===== src/gpp_pkg.sv =====
// Constants and types for the general purpose I/O port
package gpp_pkg;
  localparam int GPP_PINS = 8;
  localparam logic [11:0] GPP_LATCH_OFS = 12'h000;
  localparam logic [11:0] GPP_DIR_OFS = 12'h004;
  localparam logic [11:0] GPP_OPT_OFS = 12'h008;
  localparam logic [11:0] GPP_SENS_OFS = 12'h00C;
  localparam logic [7:0] GPP_LATCH_RST = 8'h00;
  localparam logic [7:0] GPP_DIR_RST = 8'h00;
  localparam logic [7:0] GPP_OPT_RST = 8'h00;
  localparam int GPP_SENS_W = 2;
  localparam int GPP_SENS_LSB = 0;
  localparam int GPP_SYNC_STAGES = 3;

  typedef enum logic [1:0] {
    GPP_SENS_FALL_LOW = 2'b00,
    GPP_SENS_RISE = 2'b01,
    GPP_SENS_FALL = 2'b10,
    GPP_SENS_BOTH = 2'b11
  } gpp_sens_e;

  localparam gpp_sens_e GPP_SENS_RST = GPP_SENS_FALL_LOW;

  typedef enum logic [2:0] {
    GPP_SEL_LATCH = 3'b000,
    GPP_SEL_DIR = 3'b001,
    GPP_SEL_OPT = 3'b010,
    GPP_SEL_SENS = 3'b011,
    GPP_SEL_NONE = 3'b100
  } gpp_sel_e;
endpackage


===== src/gpp_port.sv =====
// General purpose I/O port with APB register slave
`timescale 1ns/1ps
module gpp_port
  import gpp_pkg::*;
#(
  parameter int PINS = GPP_PINS,
  parameter logic [PINS-1:0] PULLUP_CAPABLE = '1,
  parameter logic [PINS-1:0] IRQ_CAPABLE = '1
) (
  // Clock and reset
  input wire logic ref_clk,
  input wire logic resetn,
  // APB slave
  input wire logic psel,
  input wire logic penable,
  input wire logic pwrite,
  input wire logic [11:0] paddr,
  input wire logic [31:0] pwdata,
  output logic [31:0] prdata,
  output logic pready,
  output logic pslverr,
  // Pads
  input wire logic [PINS-1:0] pad_in,
  output logic [PINS-1:0] pad_out,
  output logic [PINS-1:0] pad_oe,
  output logic [PINS-1:0] pad_pullup_en,
  // Peripheral alternate functions
  input wire logic [PINS-1:0] alt_sel,
  input wire logic [PINS-1:0] alt_out_en,
  input wire logic [PINS-1:0] alt_out,
  input wire logic [PINS-1:0] alt_open_drain,
  output logic [PINS-1:0] alt_in,
  // Interrupt request to the controller
  input wire logic vector_fetch,
  output logic irq_req
);

  logic [PINS-1:0] latch_reg;
  logic [PINS-1:0] dir_reg;
  logic [PINS-1:0] opt_reg;
  gpp_sens_e sens_reg;
  logic [PINS-1:0] sync1_reg;
  logic [PINS-1:0] sync2_reg;
  logic [PINS-1:0] sync3_reg;
  logic [PINS-1:0] pin_lvl_reg;
  logic [PINS-1:0] pin_prev_reg;
  logic [PINS-1:0] pin_lvl_next;
  logic pready_reg;
  logic pslverr_reg;
  logic [31:0] prdata_reg;
  logic irq_reg;
  logic [PINS-1:0] pad_out_reg;
  logic [PINS-1:0] pad_oe_reg;
  logic [PINS-1:0] pull_reg;
  logic [PINS-1:0] alt_in_reg;

  logic [PINS-1:0] alt_drv;
  logic [PINS-1:0] irq_pin;
  logic [PINS-1:0] pin_event;
  logic [PINS-1:0] read_view;
  logic [PINS-1:0] pad_out_next;
  logic [PINS-1:0] pad_oe_next;
  logic [PINS-1:0] pull_next;
  logic [PINS-1:0] alt_in_next;
  logic access;
  logic wr_en;
  logic sens_chg;
  gpp_sel_e sel;

  function automatic gpp_sel_e decode(input logic [11:0] a);
    unique case (a)
      GPP_LATCH_OFS: decode = GPP_SEL_LATCH;
      GPP_DIR_OFS: decode = GPP_SEL_DIR;
      GPP_OPT_OFS: decode = GPP_SEL_OPT;
      GPP_SENS_OFS: decode = GPP_SEL_SENS;
      default: decode = GPP_SEL_NONE;
    endcase
  endfunction

  // Bus handshake: one wait state, so outputs stay registered
  assign access = psel & penable & pready_reg;
  assign wr_en = access & pwrite;
  assign sel = decode(paddr);
  assign sens_chg = wr_en & (sel == GPP_SEL_SENS) &
    (pwdata[GPP_SENS_LSB +: GPP_SENS_W] != sens_reg);

  always_ff @(posedge ref_clk or negedge resetn) begin
    if (!resetn) begin
      pready_reg <= 1'b0;
    end else begin
      pready_reg <= psel & penable & ~pready_reg;
    end
  end

  // Register writes
  always_ff @(posedge ref_clk or negedge resetn) begin
    if (!resetn) begin
      latch_reg <= GPP_LATCH_RST;
      dir_reg <= GPP_DIR_RST;
      opt_reg <= GPP_OPT_RST;
      sens_reg <= GPP_SENS_RST;
    end else if (wr_en) begin
      unique case (sel)
        GPP_SEL_LATCH: latch_reg <= pwdata[PINS-1:0];
        GPP_SEL_DIR: dir_reg <= pwdata[PINS-1:0];
        GPP_SEL_OPT: opt_reg <= pwdata[PINS-1:0];
        GPP_SEL_SENS:
          sens_reg <= gpp_sens_e'(pwdata[GPP_SENS_LSB +: GPP_SENS_W]);
        GPP_SEL_NONE: ;
      endcase
    end
  end

  // Pin synchroniser; a change counts once stages two and three agree
  always_ff @(posedge ref_clk or negedge resetn) begin
    if (!resetn) begin
      sync1_reg <= '0;
      sync2_reg <= '0;
      sync3_reg <= '0;
      pin_lvl_reg <= '0;
      pin_prev_reg <= '0;
    end else begin
      sync1_reg <= pad_in;
      sync2_reg <= sync1_reg;
      sync3_reg <= sync2_reg;
      pin_lvl_reg <= pin_lvl_next;
      pin_prev_reg <= pin_lvl_reg;
    end
  end

  genvar i;
  generate
    for (i = 0; i < PINS; i++) begin : g_pin
      assign pin_lvl_next[i] = (sync2_reg[i] == sync3_reg[i]) ?
        sync3_reg[i] : pin_lvl_reg[i];
    end
  endgenerate

  // Mode decode per pin
  assign alt_drv = alt_sel & alt_out_en;
  assign irq_pin = ~dir_reg & opt_reg & IRQ_CAPABLE & ~alt_sel;

  always_comb begin
    for (int k = 0; k < PINS; k++) begin
      if (alt_drv[k]) begin
        // Peripheral owns the pad, push-pull or open-drain as it asks
        pad_out_next[k] = alt_out[k];
        pad_oe_next[k] = ~alt_open_drain[k] | ~alt_out[k];
        pull_next[k] = 1'b0;
      end else if (dir_reg[k]) begin
        pad_out_next[k] = latch_reg[k];
        pad_oe_next[k] = opt_reg[k] | ~latch_reg[k];
        pull_next[k] = 1'b0;
      end else begin
        pad_out_next[k] = latch_reg[k];
        pad_oe_next[k] = 1'b0;
        pull_next[k] = opt_reg[k] & PULLUP_CAPABLE[k];
      end
      // Output pins hand the latch to the peripheral instead of the pad
      alt_in_next[k] = dir_reg[k] ? latch_reg[k] : pin_lvl_reg[k];
      if (dir_reg[k]) begin
        read_view[k] = latch_reg[k];
      end else if (alt_drv[k]) begin
        read_view[k] = alt_out[k];
      end else begin
        read_view[k] = pin_lvl_reg[k];
      end
    end
  end

  always_ff @(posedge ref_clk or negedge resetn) begin
    if (!resetn) begin
      pad_out_reg <= '0;
      pad_oe_reg <= '0;
      pull_reg <= '0;
      alt_in_reg <= '0;
    end else begin
      pad_out_reg <= pad_out_next;
      pad_oe_reg <= pad_oe_next;
      pull_reg <= pull_next;
      alt_in_reg <= alt_in_next;
    end
  end

  // Read data and error answer
  always_ff @(posedge ref_clk or negedge resetn) begin
    if (!resetn) begin
      prdata_reg <= '0;
      pslverr_reg <= 1'b0;
    end else if (psel & penable & ~pready_reg) begin
      prdata_reg <= '0;
      pslverr_reg <= (sel == GPP_SEL_NONE);
      if (!pwrite) begin
        unique case (sel)
          GPP_SEL_LATCH: prdata_reg[PINS-1:0] <= read_view;
          GPP_SEL_DIR: prdata_reg[PINS-1:0] <= dir_reg;
          GPP_SEL_OPT: prdata_reg[PINS-1:0] <= opt_reg;
          GPP_SEL_SENS:
            prdata_reg[GPP_SENS_LSB +: GPP_SENS_W] <= sens_reg;
          GPP_SEL_NONE: ;
        endcase
      end
    end
  end

  // Event detection per pin; level mode keeps requesting while low
  always_comb begin
    for (int k = 0; k < PINS; k++) begin
      unique case (sens_reg)
        GPP_SENS_FALL_LOW: pin_event[k] = ~pin_lvl_reg[k];
        GPP_SENS_RISE: pin_event[k] = pin_lvl_reg[k] & ~pin_prev_reg[k];
        GPP_SENS_FALL: pin_event[k] = ~pin_lvl_reg[k] & pin_prev_reg[k];
        GPP_SENS_BOTH: pin_event[k] = pin_lvl_reg[k] ^ pin_prev_reg[k];
      endcase
    end
  end

  // Request latch, no read path; sensitivity change beats a new event
  always_ff @(posedge ref_clk or negedge resetn) begin
    if (!resetn) begin
      irq_reg <= 1'b0;
    end else if (sens_chg) begin
      irq_reg <= 1'b0;
    end else if (|(pin_event & irq_pin)) begin
      irq_reg <= 1'b1;
    end else if (vector_fetch) begin
      irq_reg <= 1'b0;
    end
  end

  assign prdata = prdata_reg;
  assign pready = pready_reg;
  assign pslverr = pslverr_reg;
  assign pad_out = pad_out_reg;
  assign pad_oe = pad_oe_reg;
  assign pad_pullup_en = pull_reg;
  assign alt_in = alt_in_reg;
  assign irq_req = irq_reg;
endmodule


===== config.mk =====
export PLATFORM = sky130hd
export DESIGN_NAME = gpp_port
export DESIGN_NICKNAME = d
export VERILOG_FILES = /design/src/gpp_pkg.sv /design/src/gpp_port.sv
export SDC_FILE = /design/constraint.sdc
export NUM_CORES = 1
export LEC_CHECK = 0
export BUFFER_PORTS_ARGS = -buffer_cell sky130_fd_sc_hd__buf_4
export CAP_MARGIN = 20
export CELL_PAD_IN_SITES_DETAIL_PLACEMENT = 0
export CELL_PAD_IN_SITES_GLOBAL_PLACEMENT = 1
export CORE_MARGIN = 2
export CORE_UTILIZATION = 32
export DETAILED_ROUTE_END_ITERATION = 10
export PLACE_DENSITY = 0.73
export SYNTH_ARGS = -nofsm -noshare
export SYNTH_HDL_FRONTEND = slang
export SYNTH_SLANG_ARGS = --single-unit

===== constraint.sdc =====
create_clock -name ref_clk -period 5 [get_ports ref_clk]
set_input_delay 0.25 -clock ref_clk [delete_from_list [all_inputs] [get_ports ref_clk]]
set_output_delay 0.25 -clock ref_clk [all_outputs]
set_load 0.1 [all_outputs]

==> results of run 1 <==
-- final cells by class --
type                    instances  area [um2]
multi-input cells             265        1907
fillers                      1400        8498
inverters                      17       63.81
clock inverters                 3       45.04
clock buffers                  12       256.5
flip-flops and latches        109        2728
well taps                     184       230.2
repair buffers                119       915.9
-- cell families after synthesis --
logic type | count (synthesis) | synth area share, %
fa+ha+maj | 24 | 5.803
simple gates | 86 | 11.40
compound gates | 95 | 12.28
xor+xnor | 2 | 0.3628
mux | 34 | 7.772
buf+inv | 48 | 5.829
other cells | 1 | 0.07765
flops | 109 | 56.48
-- path summary, 6_finish.rpt --
kind | end | slack, ns | cells past startpoint
setup / recovery | prdata[4] | 2.69 | 4
hold / removal | pad_pullup_en[4] | 0.09 | 2
setup reg to reg | prdata[4] | 2.69 | 4
hold reg to reg | sync2_reg[1] | 0.35 | 0
max in group asynchronous | sync1_reg[6] | 3.33 | 3
min in group asynchronous | sync1_reg[0] | 0.50 | 2
-- metrics by stage --
stage / cell area (um2) / hold slack, ns
final: 6146 / 0.08857
after global routing: 6146 / 0.09023
after CTS: 6146 / 0.07549
after global placement: 5754 / 0.3200
after detailed placement: 5754 / 0.3340
after floorplan: 4916 / -0.04559
-- power groups by stage --
stage / Combinational [mW] / Sequential, mW / Clock (mW)
after global routing: 0.376 / 0.947 / 0.775
after detailed placement: 0.347 / 0.959 / 0
after global placement: 0.344 / 0.958 / 0
after CTS: 0.354 / 0.943 / 0.750
after floorplan: 0.151 / 1.06 / 0
final: 0.350 / 0.942 / 0.721
-- metal layers --
metal	vias to the layer above	global-route usage, %
met5	-	0
met1	1652	20.00
li1	1620	-
met3	14	3.416
met4	0	5.882
met2	102	23.12
-- synth_stat cells, types with 6 or more instances --
cell type,instances
dfrtp_1,109
o21ai_0,35
nand2_1,26
mux2_2,25
buf_4,24
a21oi_1,22
inv_1,17
ha_1,16
nand2b_1,13
and3_1,9
a21o_1,8
a22oi_1,8
a31o_2,8
maj3_1,8
nor2_1,7
mux2i_1,6
-- critical path, stage by stage (launching register included) --
cell      delay (ns)
dfrtp_1         0.39
nand3b_1        0.57
nor3_1          0.55
nand3b_1        0.41
o21ai_0         0.29
==> results.yml, run 1 <==
sta:
  fmax_ghz: 0.4330
  fin_crit_sh_pct: 46.19
  clock-skew-final_ns: 0.006614
  period_needed_ns: 2.310
  setup_tns_ns: 0
  setup_violations: 0
  setup_slack_ns: 2.690
  hold_viol: 0
  slew_viol_final: 0
  worst_pin_slew_ns: 0.7153
  rsz0062_at_grt: "no"
  max_slew_margin_pct: 52.31
yosys:
  synth_top_area_share_pct: 56.48
  syn-instance-count: 399
  yosys_warnings: 0
  ys_ff_latch: 109
  async_flop_share_pct: 100.0
  syn_area_um2: 4830
  syn_avg_cell_area_um2: 12.10
  synth_area_leaders: "dfrtp_1, mux2_2, ha_1"
  ys_seq_area_share_pct: 56.48
  ys_types: 43
  synth_edf_count: 0
  ys.flop_type: "dfrtp_1"
  synth_largest_area_cell: "dfrtp_1"
global_routing:
  antenna_found_initial: 0
  track_usage_pct: 14.80
  grt_overflow_total: 0
  grt_pass1_vias: 3449
  grt_start_max_net_pins: 59
  grt_pass1_wl_um: 18340
worst_setup_path:
  crit_fanout: 13
  cp-end-kind: "register"
  required_ns: 5.26
  r2r-start: "pready"
  start_kind: "register"
  crit_type: "reg -> reg"
  cp-startpoint: "pready"
  arrival_ns: 2.57
cells_and_area:
  fin_nets: 627
  final_common_cell: "buf_4"
  layout-drive-gt1-share_pct: 31.43
  final_cell_mix: "buf_4, dfrtp_1, o21ai_0, nand2_1, mux2_2"
  syn_to_final_growth_pct: 27.25
  n_antenna_cell: 0
  stdcell_count: 709
  utilization_pct: 41.97
clock_network:
  numCtsBuffers: 9
  clockBufferDepth: 2
  post_cts_resized: 0
  cts_hold_buf: 9
  cts_tree: "built"
  clkTransAtPathRegs_ns: 0.07
  htreeDepth: 3
  clk_latency_ns: 0.35
  cts-root-buf: "clkbuf_16"
  cts_setup_buffers: 0
  cts.sinks: 109
detailed_routing:
  routed_via_density: 4.779
  drtAntennaViolNets: 0
  top_layer_used: "met4"
  met2WireLength_um: 5369
  wl_met1_um: 5458
  dr_wl_met3_um: 525
  drt_iter0_drc: 184
  drc: 0
  wire_per_inst_um: 16.33
  finalWirelength_um: 11580
  vias: 3388
  dr.pass1.iters: 5
placed_design:
  hpwl_um: 8196
  pre_cts_ws_ns: 2.641
  placed_cells: 685
  gp_congestion: 0.8321
  io_buffers: 108
power:
  pwr-share-clk_pct: 35.8
  seq_power_share_pct: 46.8
  leakagePower_nw: 3.047
  ir_worst_vdd_mv: 0.1434
  p_sw_share_pct: 29.55
  p_int_mw: 1.419
  power_mw: 2.014
  power_density_nw_per_um2: 327.6
  combinationalPowerShare_pct: 17.4
  p_sw_mw: 0.5951
floorplanning:
  ios: 157
  start_util_pct: 32.98
  rows: 44
  die_h_um: 126.9
  coreArea_um2: 14640
  dieArea_um2: 16090
  die_x_um: 126.9
min_path:
  min_path_type: "in -> reg"
  min_from: "alt_out_en[4]"
flow_run:
  maxCapViolCount: 0
run_status:
  status: "completed"
Note: power is estimated with default switching activity, not from simulation.
==> inputs of run 2 (changes only) <==
ABC_AREA = 1   (was unset)
PLACE_DENSITY = 0.78   (was 0.73)
clock period = 1.99 ns   (was 5 ns; I/O delays follow)
==> results.yml, run 2 <==
run_status:
  status: "completed"
global_routing:
  antenna_found_initial: 0
  grt_overflow_total: 0
  grt_pass1_wl_um: 18910
  grt_pass1_vias: 3944
  track_usage_pct: 14.37
  grt_start_max_net_pins: 110
sta:
  worst_pin_slew_ns: 0.5740
  max_slew_margin_pct: 61.74
  clock-skew-final_ns: 0.01023
  rsz0062_at_grt: "no"
  setup_tns_ns: 0
  setup_slack_ns: 0.3735
  fmax_ghz: 0.6186
  setup_violations: 0
  fin_crit_sh_pct: 81.23
  slew_viol_final: 0
  hold_viol: 0
  worst_hold_slack_ns: 0.02826
  period_needed_ns: 1.617
yosys:
  synth_area_leaders: "dfrtp_1, nand2_1, inv_1"
  ys.flop_type: "dfrtp_1"
  synth_xor_area_share_pct: 0.3397
  synth_edf_count: 0
  ys_types: 34
  synth_top_family_by_area: "simple AND/OR/NAND/NOR gates"
  synth.mux.area_fraction_pct: 0
  syn_area_um2: 5156
  ys_ff_latch: 109
  syn_avg_cell_area_um2: 9.224
  ys_seq_area_share_pct: 52.90
  yosys-top-cells-count: "nand2_1, dfrtp_1, inv_1"
  synth_adder_area_share_pct: 5.436
  synth_largest_area_cell: "dfrtp_1"
  async_flop_share_pct: 100.0
  synth-simple-area-share_pct: 22.18
  yosysMostFrequentCell: "nand2_1"
  synth_compound_area_share_pct: 8.857
  syn-instance-count: 559
  yosys_warnings: 0
  synth_top_area_share_pct: 52.90
cells_and_area:
  final_common_cell: "nand2_1"
  layout-drive-gt1-share_pct: 22.81
  final_cell_mix: "nand2_1, buf_4, dfrtp_1, inv_1, nand3_1"
  syn_to_final_growth_pct: 28.63
  final_area_um2: 6633
  n_antenna_cell: 0
  fin_nets: 798
detailed_routing:
  drt_iter0_drc: 187
  routed_via_density: 4.414
  dr.pass1.iters: 6
  vias: 4030
  wire_per_inst_um: 13.17
  finalWirelength_um: 12020
  drtAntennaViolNets: 0
  drc: 0
clock_network:
  clockBufferDepth: 2
  clk_latency_ns: 0.35
  numCtsBuffers: 9
  clkTransAtPathRegs_ns: 0.07
  cts_tree: "built"
  htreeDepth: 3
  cts.sinks: 109
  cts-root-buf: "clkbuf_16"
floorplanning:
  ios: 157
  rows: 46
  start_util_pct: 32.58
  coreArea_um2: 15830
  die_x_um: 130.9
  die_h_um: 130.9
  dieArea_um2: 17140
power:
  power_density_nw_per_um2: 776.8
  p_int_mw: 3.639
  leakagePower_nw: 3.360
  p_sw_mw: 1.513
  ir_worst_vdd_mv: 0.4674
  seq_power_share_pct: 45.7
  pwr-share-clk_pct: 37.0
  power_mw: 5.152
  p_sw_share_pct: 29.37
  combinationalPowerShare_pct: 17.3
flow_run:
  maxCapViolCount: 0
placed_design:
  hpwl_um: 8929
  io_buffers: 108
  dpl-instance-area_um2: 6147
  pre_cts_ws_ns: 0.4071
  gp_congestion: 0.8013
worst_setup_path:
  arrival_ns: 1.86
  required_ns: 2.24
  start_kind: "register"
  crit_type: "reg -> reg"
  crit_fanout: 9
  cp-end-kind: "register"
min_path:
  min_path_type: "in -> reg"
-- run 2: cell types whose count changed in the layout (fill, tap and decap cells not counted), sizes merged, moves of 9 or more --
cell / before / now
nand2: 26 / 127
nor2: 8 / 47
nand2b: 13 / 0
nand3: 1 / 45
inv: 17 / 81
a21oi: 22 / 5
mux2: 28 / 0
and3: 9 / 0
o21ai: 35 / 47
o21bai: 0 / 9
-- run 2: final timing paths --
kind | from | endpoint | slack (ns) | cells after the start
max in group asynchronous | resetn | opt_reg[1] | 1.21 | 3
worst min register to register | sync1_reg[7] | sync2_reg[7] | 0.35 | 0
min in group asynchronous | resetn | opt_reg[5] | 0.37 | 3
worst max-delay path | sens_reg[1] | irq_req | 0.37 | 10
worst max register to register | sens_reg[1] | irq_req | 0.37 | 10
worst min-delay path | pwdata[5] | latch_reg[5] | 0.03 | 3
-- run 2: worst max-delay path, stage by stage (launching register included) --
cell and delay (ns):
dfrtp_1 0.38, inv_1 0.25, nand2_1 0.26, nor2_1 0.14, nor2_1 0.05, nand2_1 0.08, nand2_1 0.06, nor2_1 0.10
nand3_1 0.07, nand2_1 0.08, inv_1 0.04
-- run 2: cell type report --
type                    count  area, um2
fillers                  1572       9195
flip-flops and latches    109       2728
multi-input cells         362       1988
repair buffers            130       1031
inverters                  80      300.3
well taps                 216      270.3
clock buffers              11      232.7
clock inverters             5      82.58
-- run 2: metal layers --
metal | up-vias | global-route usage [%] | share of wire [%]
met5 | - | 0 | 0
met4 | 0 | 4.881 | 1.8
met2 | 106 | 23.96 | 48
met3 | 17 | 4.153 | 5.7
met1 | 1902 | 17.94 | 44
li1 | 2005 | - | -
-- run 2: what timing repair did --
action / 4_1_cts / 5_1_grt
gates resized for setup: 0 / 0
buffers inserted: 0 / 0
endpoints found under the hold margin: 125 / 0
hold buffers: 17 / 0
-- run 2: per-stage QoR --
stage,util (%),cells
2_1_floorplan,-,582
3_3_place_gp,38.84,880
3_5_place_dp,38.84,880
4_1_cts,41.91,913
5_1_grt,41.91,913
6_report,41.91,913
-- run 2: kinds of logic after synthesis --
kind of cell	count (synthesis)
other	1
xor gates and xnor gates	2
AOI/OAI and AO/OA	73
DFF	109
adders and majority gates	24
and+or+nand+nor	239
buffers and inverters	111
-- run 2: power by group through the flow --
stage | Sequential [mW] | Combinational, mW | Clock (mW)
after floorplan | 2.63 | 0.399 | 0
after detailed placement | 2.40 | 0.870 | 0
final | 2.36 | 0.889 | 1.91
after CTS | 2.36 | 0.901 | 1.97
after global placement | 2.40 | 0.858 | 0
after global routing | 2.37 | 0.956 | 2.07
==> inputs of run 3 (changes only) <==
PLACE_DENSITY = 0.75   (was 0.78)
clock period = 1.67 ns   (was 1.99 ns; I/O delays follow)
==> results.yml, run 3 (same netlist as run 2, synthesis figures left out) <==
run_status:
  status: "completed"
global_routing:
  antenna_found_initial: 0
  grt_pass1_wl_um: 18960
  grt_overflow_total: 0
  grt_pass1_vias: 3910
  grt_start_max_net_pins: 32
  track_usage_pct: 14.40
sta:
  fin_crit_sh_pct: 89.18
  worst_hold_slack_ns: 0.01738
  slew_viol_final: 0
  clock-skew-final_ns: 0.009024
  rsz0062_at_grt: "no"
  fmax_ghz: 0.6714
  setup_violations: 0
  setup_tns_ns: 0
  period_needed_ns: 1.489
  hold_viol: 0
power:
  power_density_nw_per_um2: 885.0
  p_sw_share_pct: 31.15
  p_int_mw: 4.052
  pwr-share-clk_pct: 34.0
  seq_power_share_pct: 47.7
  leakagePower_nw: 3.370
  p_sw_mw: 1.833
  combinationalPowerShare_pct: 18.2
  ir_worst_vdd_mv: 0.4623
detailed_routing:
  drc: 0
  dr.pass1.iters: 4
  vias: 4055
  drt_iter0_drc: 184
  finalWirelength_um: 11930
  routed_via_density: 4.403
  wire_per_inst_um: 12.95
  drtAntennaViolNets: 0
flow_run:
  maxCapViolCount: 0
min_path:
  whs_endpoint: "latch_reg[4]"
  min_path_type: "in -> reg"
  whs_path_depth: 3
  min_from: "pwdata[4]"
cells_and_area:
  fill_cells: 1557
  final_area_um2: 6650
  syn_to_final_growth_pct: 28.97
  layout-drive-gt1-share_pct: 23.83
  n_antenna_cell: 0
  final_cell_mix: "nand2_1, buf_4, dfrtp_1, inv_1, nand3_1"
  final_common_cell: "nand2_1"
  fin_nets: 806
clock_network:
  cts_tree: "built"
  numCtsBuffers: 9
  clk_latency_ns: 0.36
  clockBufferDepth: 2
  cts.sinks: 109
  htreeDepth: 3
  cts-root-buf: "clkbuf_16"
  clkTransAtPathRegs_ns: 0.07
worst_setup_path:
  r2r_cells: 8
  crit_fanout: 4
  r2r_slack_ns: 0.18
  required_ns: 1.97
  crit_type: "reg -> reg"
  path_cells: "inv_1 -> ha_1 -> or2_2 -> nand3_1 -> a21oi_1 -> nand3_1 -> nand2_1 -> inv_1"
  r2r-end: "irq_req"
  cp-end-kind: "register"
  critPathMaxStageDelay_ns: 0.41
  cpMaxStageDelayCell: "dfrtp_1"
  r2r-start: "pin_lvl_reg[2]"
  start_kind: "register"
  arrival_ns: 1.79
floorplanning:
  coreArea_um2: 15830
  die_h_um: 130.9
  ios: 157
  dieArea_um2: 17140
  start_util_pct: 32.58
  die_x_um: 130.9
  rows: 46
placed_design:
  hpwl_um: 9175
  gp_congestion: 0.7849
  io_buffers: 108
  dpl-instance-area_um2: 6201
run 3: cell types whose count changed in the layout (fill, tap and decap cells not counted):
cell	before	now
bufinv_16	2	0
clkinv_2	1	0
clkbuf_1	2	3
dfrtp_2	0	2
dfrtp_1	109	107
clkinv_4	1	2
buf_4	112	120
clkinvlp_4	0	1
run 3: power by group through the flow:
| stage | Combinational (mW) | Sequential [mW] | Clock (mW) |
|---|---|---|---|
| after floorplan | 0.476 | 3.13 | 0 |
| after global placement | 1.03 | 2.86 | 0 |
| after detailed placement | 1.05 | 2.86 | 0 |
| after CTS | 1.08 | 2.81 | 2.06 |
| after global routing | 1.16 | 2.82 | 2.16 |
| final | 1.07 | 2.81 | 2.00 |
run 3: per-stage QoR:
| stage | setup slack (ns) | std cells | power [mW] | utilization (%) |
|---|---|---|---|---|
| floorplan | 0.08830 | 582 | 3.607 | - |
| global placement | 0.1858 | 887 | 3.893 | 39.18 |
| detailed placement | 0.1637 | 887 | 3.911 | 39.18 |
| CTS | 0.1424 | 920 | 5.955 | 41.96 |
| global route | 0.005040 | 921 | 6.146 | 42.02 |
| finish | 0.1806 | 921 | 5.885 | 42.02 |
run 3: layout make-up:
type | instances | area (um2) | area share [%]
flip-flops and latches | 109 | 2730 | 41.05
multi-input cells | 362 | 1988 | 29.90
repair buffers | 138 | 1091 | 16.41
inverters | 80 | 300.3 | 4.516
well taps | 216 | 270.3 | 4.064
clock buffers | 12 | 236.5 | 3.556
clock inverters | 4 | 33.78 | 0.5080
run 3: metal layers:
| layer | share of wire (%) | GRT usage [%] | routed length (um) |
|---|---|---|---|
| met5 | 0 | 0 | 0 |
| met3 | 5.1 | 3.054 | 613 |
| met2 | 48 | 23.35 | 5764 |
| met1 | 45 | 18.95 | 5352 |
| met4 | 1.7 | 5.632 | 201 |
run 3: critical path: cells and delay by family, from the launching register on:
kind            cells  cell delay, ns
flops               1            0.41
simple gates        4            0.49
fa+ha+maj           1            0.25
buf+inv             2            0.22
compound gates      1            0.07
run 3: timing repair:
action	in CTS	in global routing
resized for setup	0	1
setup buffers	0	1
setup endpoints to repair	0	1
endpoints found under the hold margin	42	0
hold buffers	17	0
run 3: worst max path at each step:
stage	end	from	slack, ns
after floorplan	dir_reg[5]	pready	0.09
after global placement	irq_req	pin_lvl_reg[5]	0.19
after detailed placement	irq_req	pin_lvl_reg[5]	0.16
after CTS	irq_req	pin_lvl_reg[5]	0.14
after global routing	irq_req	pin_lvl_reg[0]	0.005
final	irq_req	pin_lvl_reg[2]	0.18
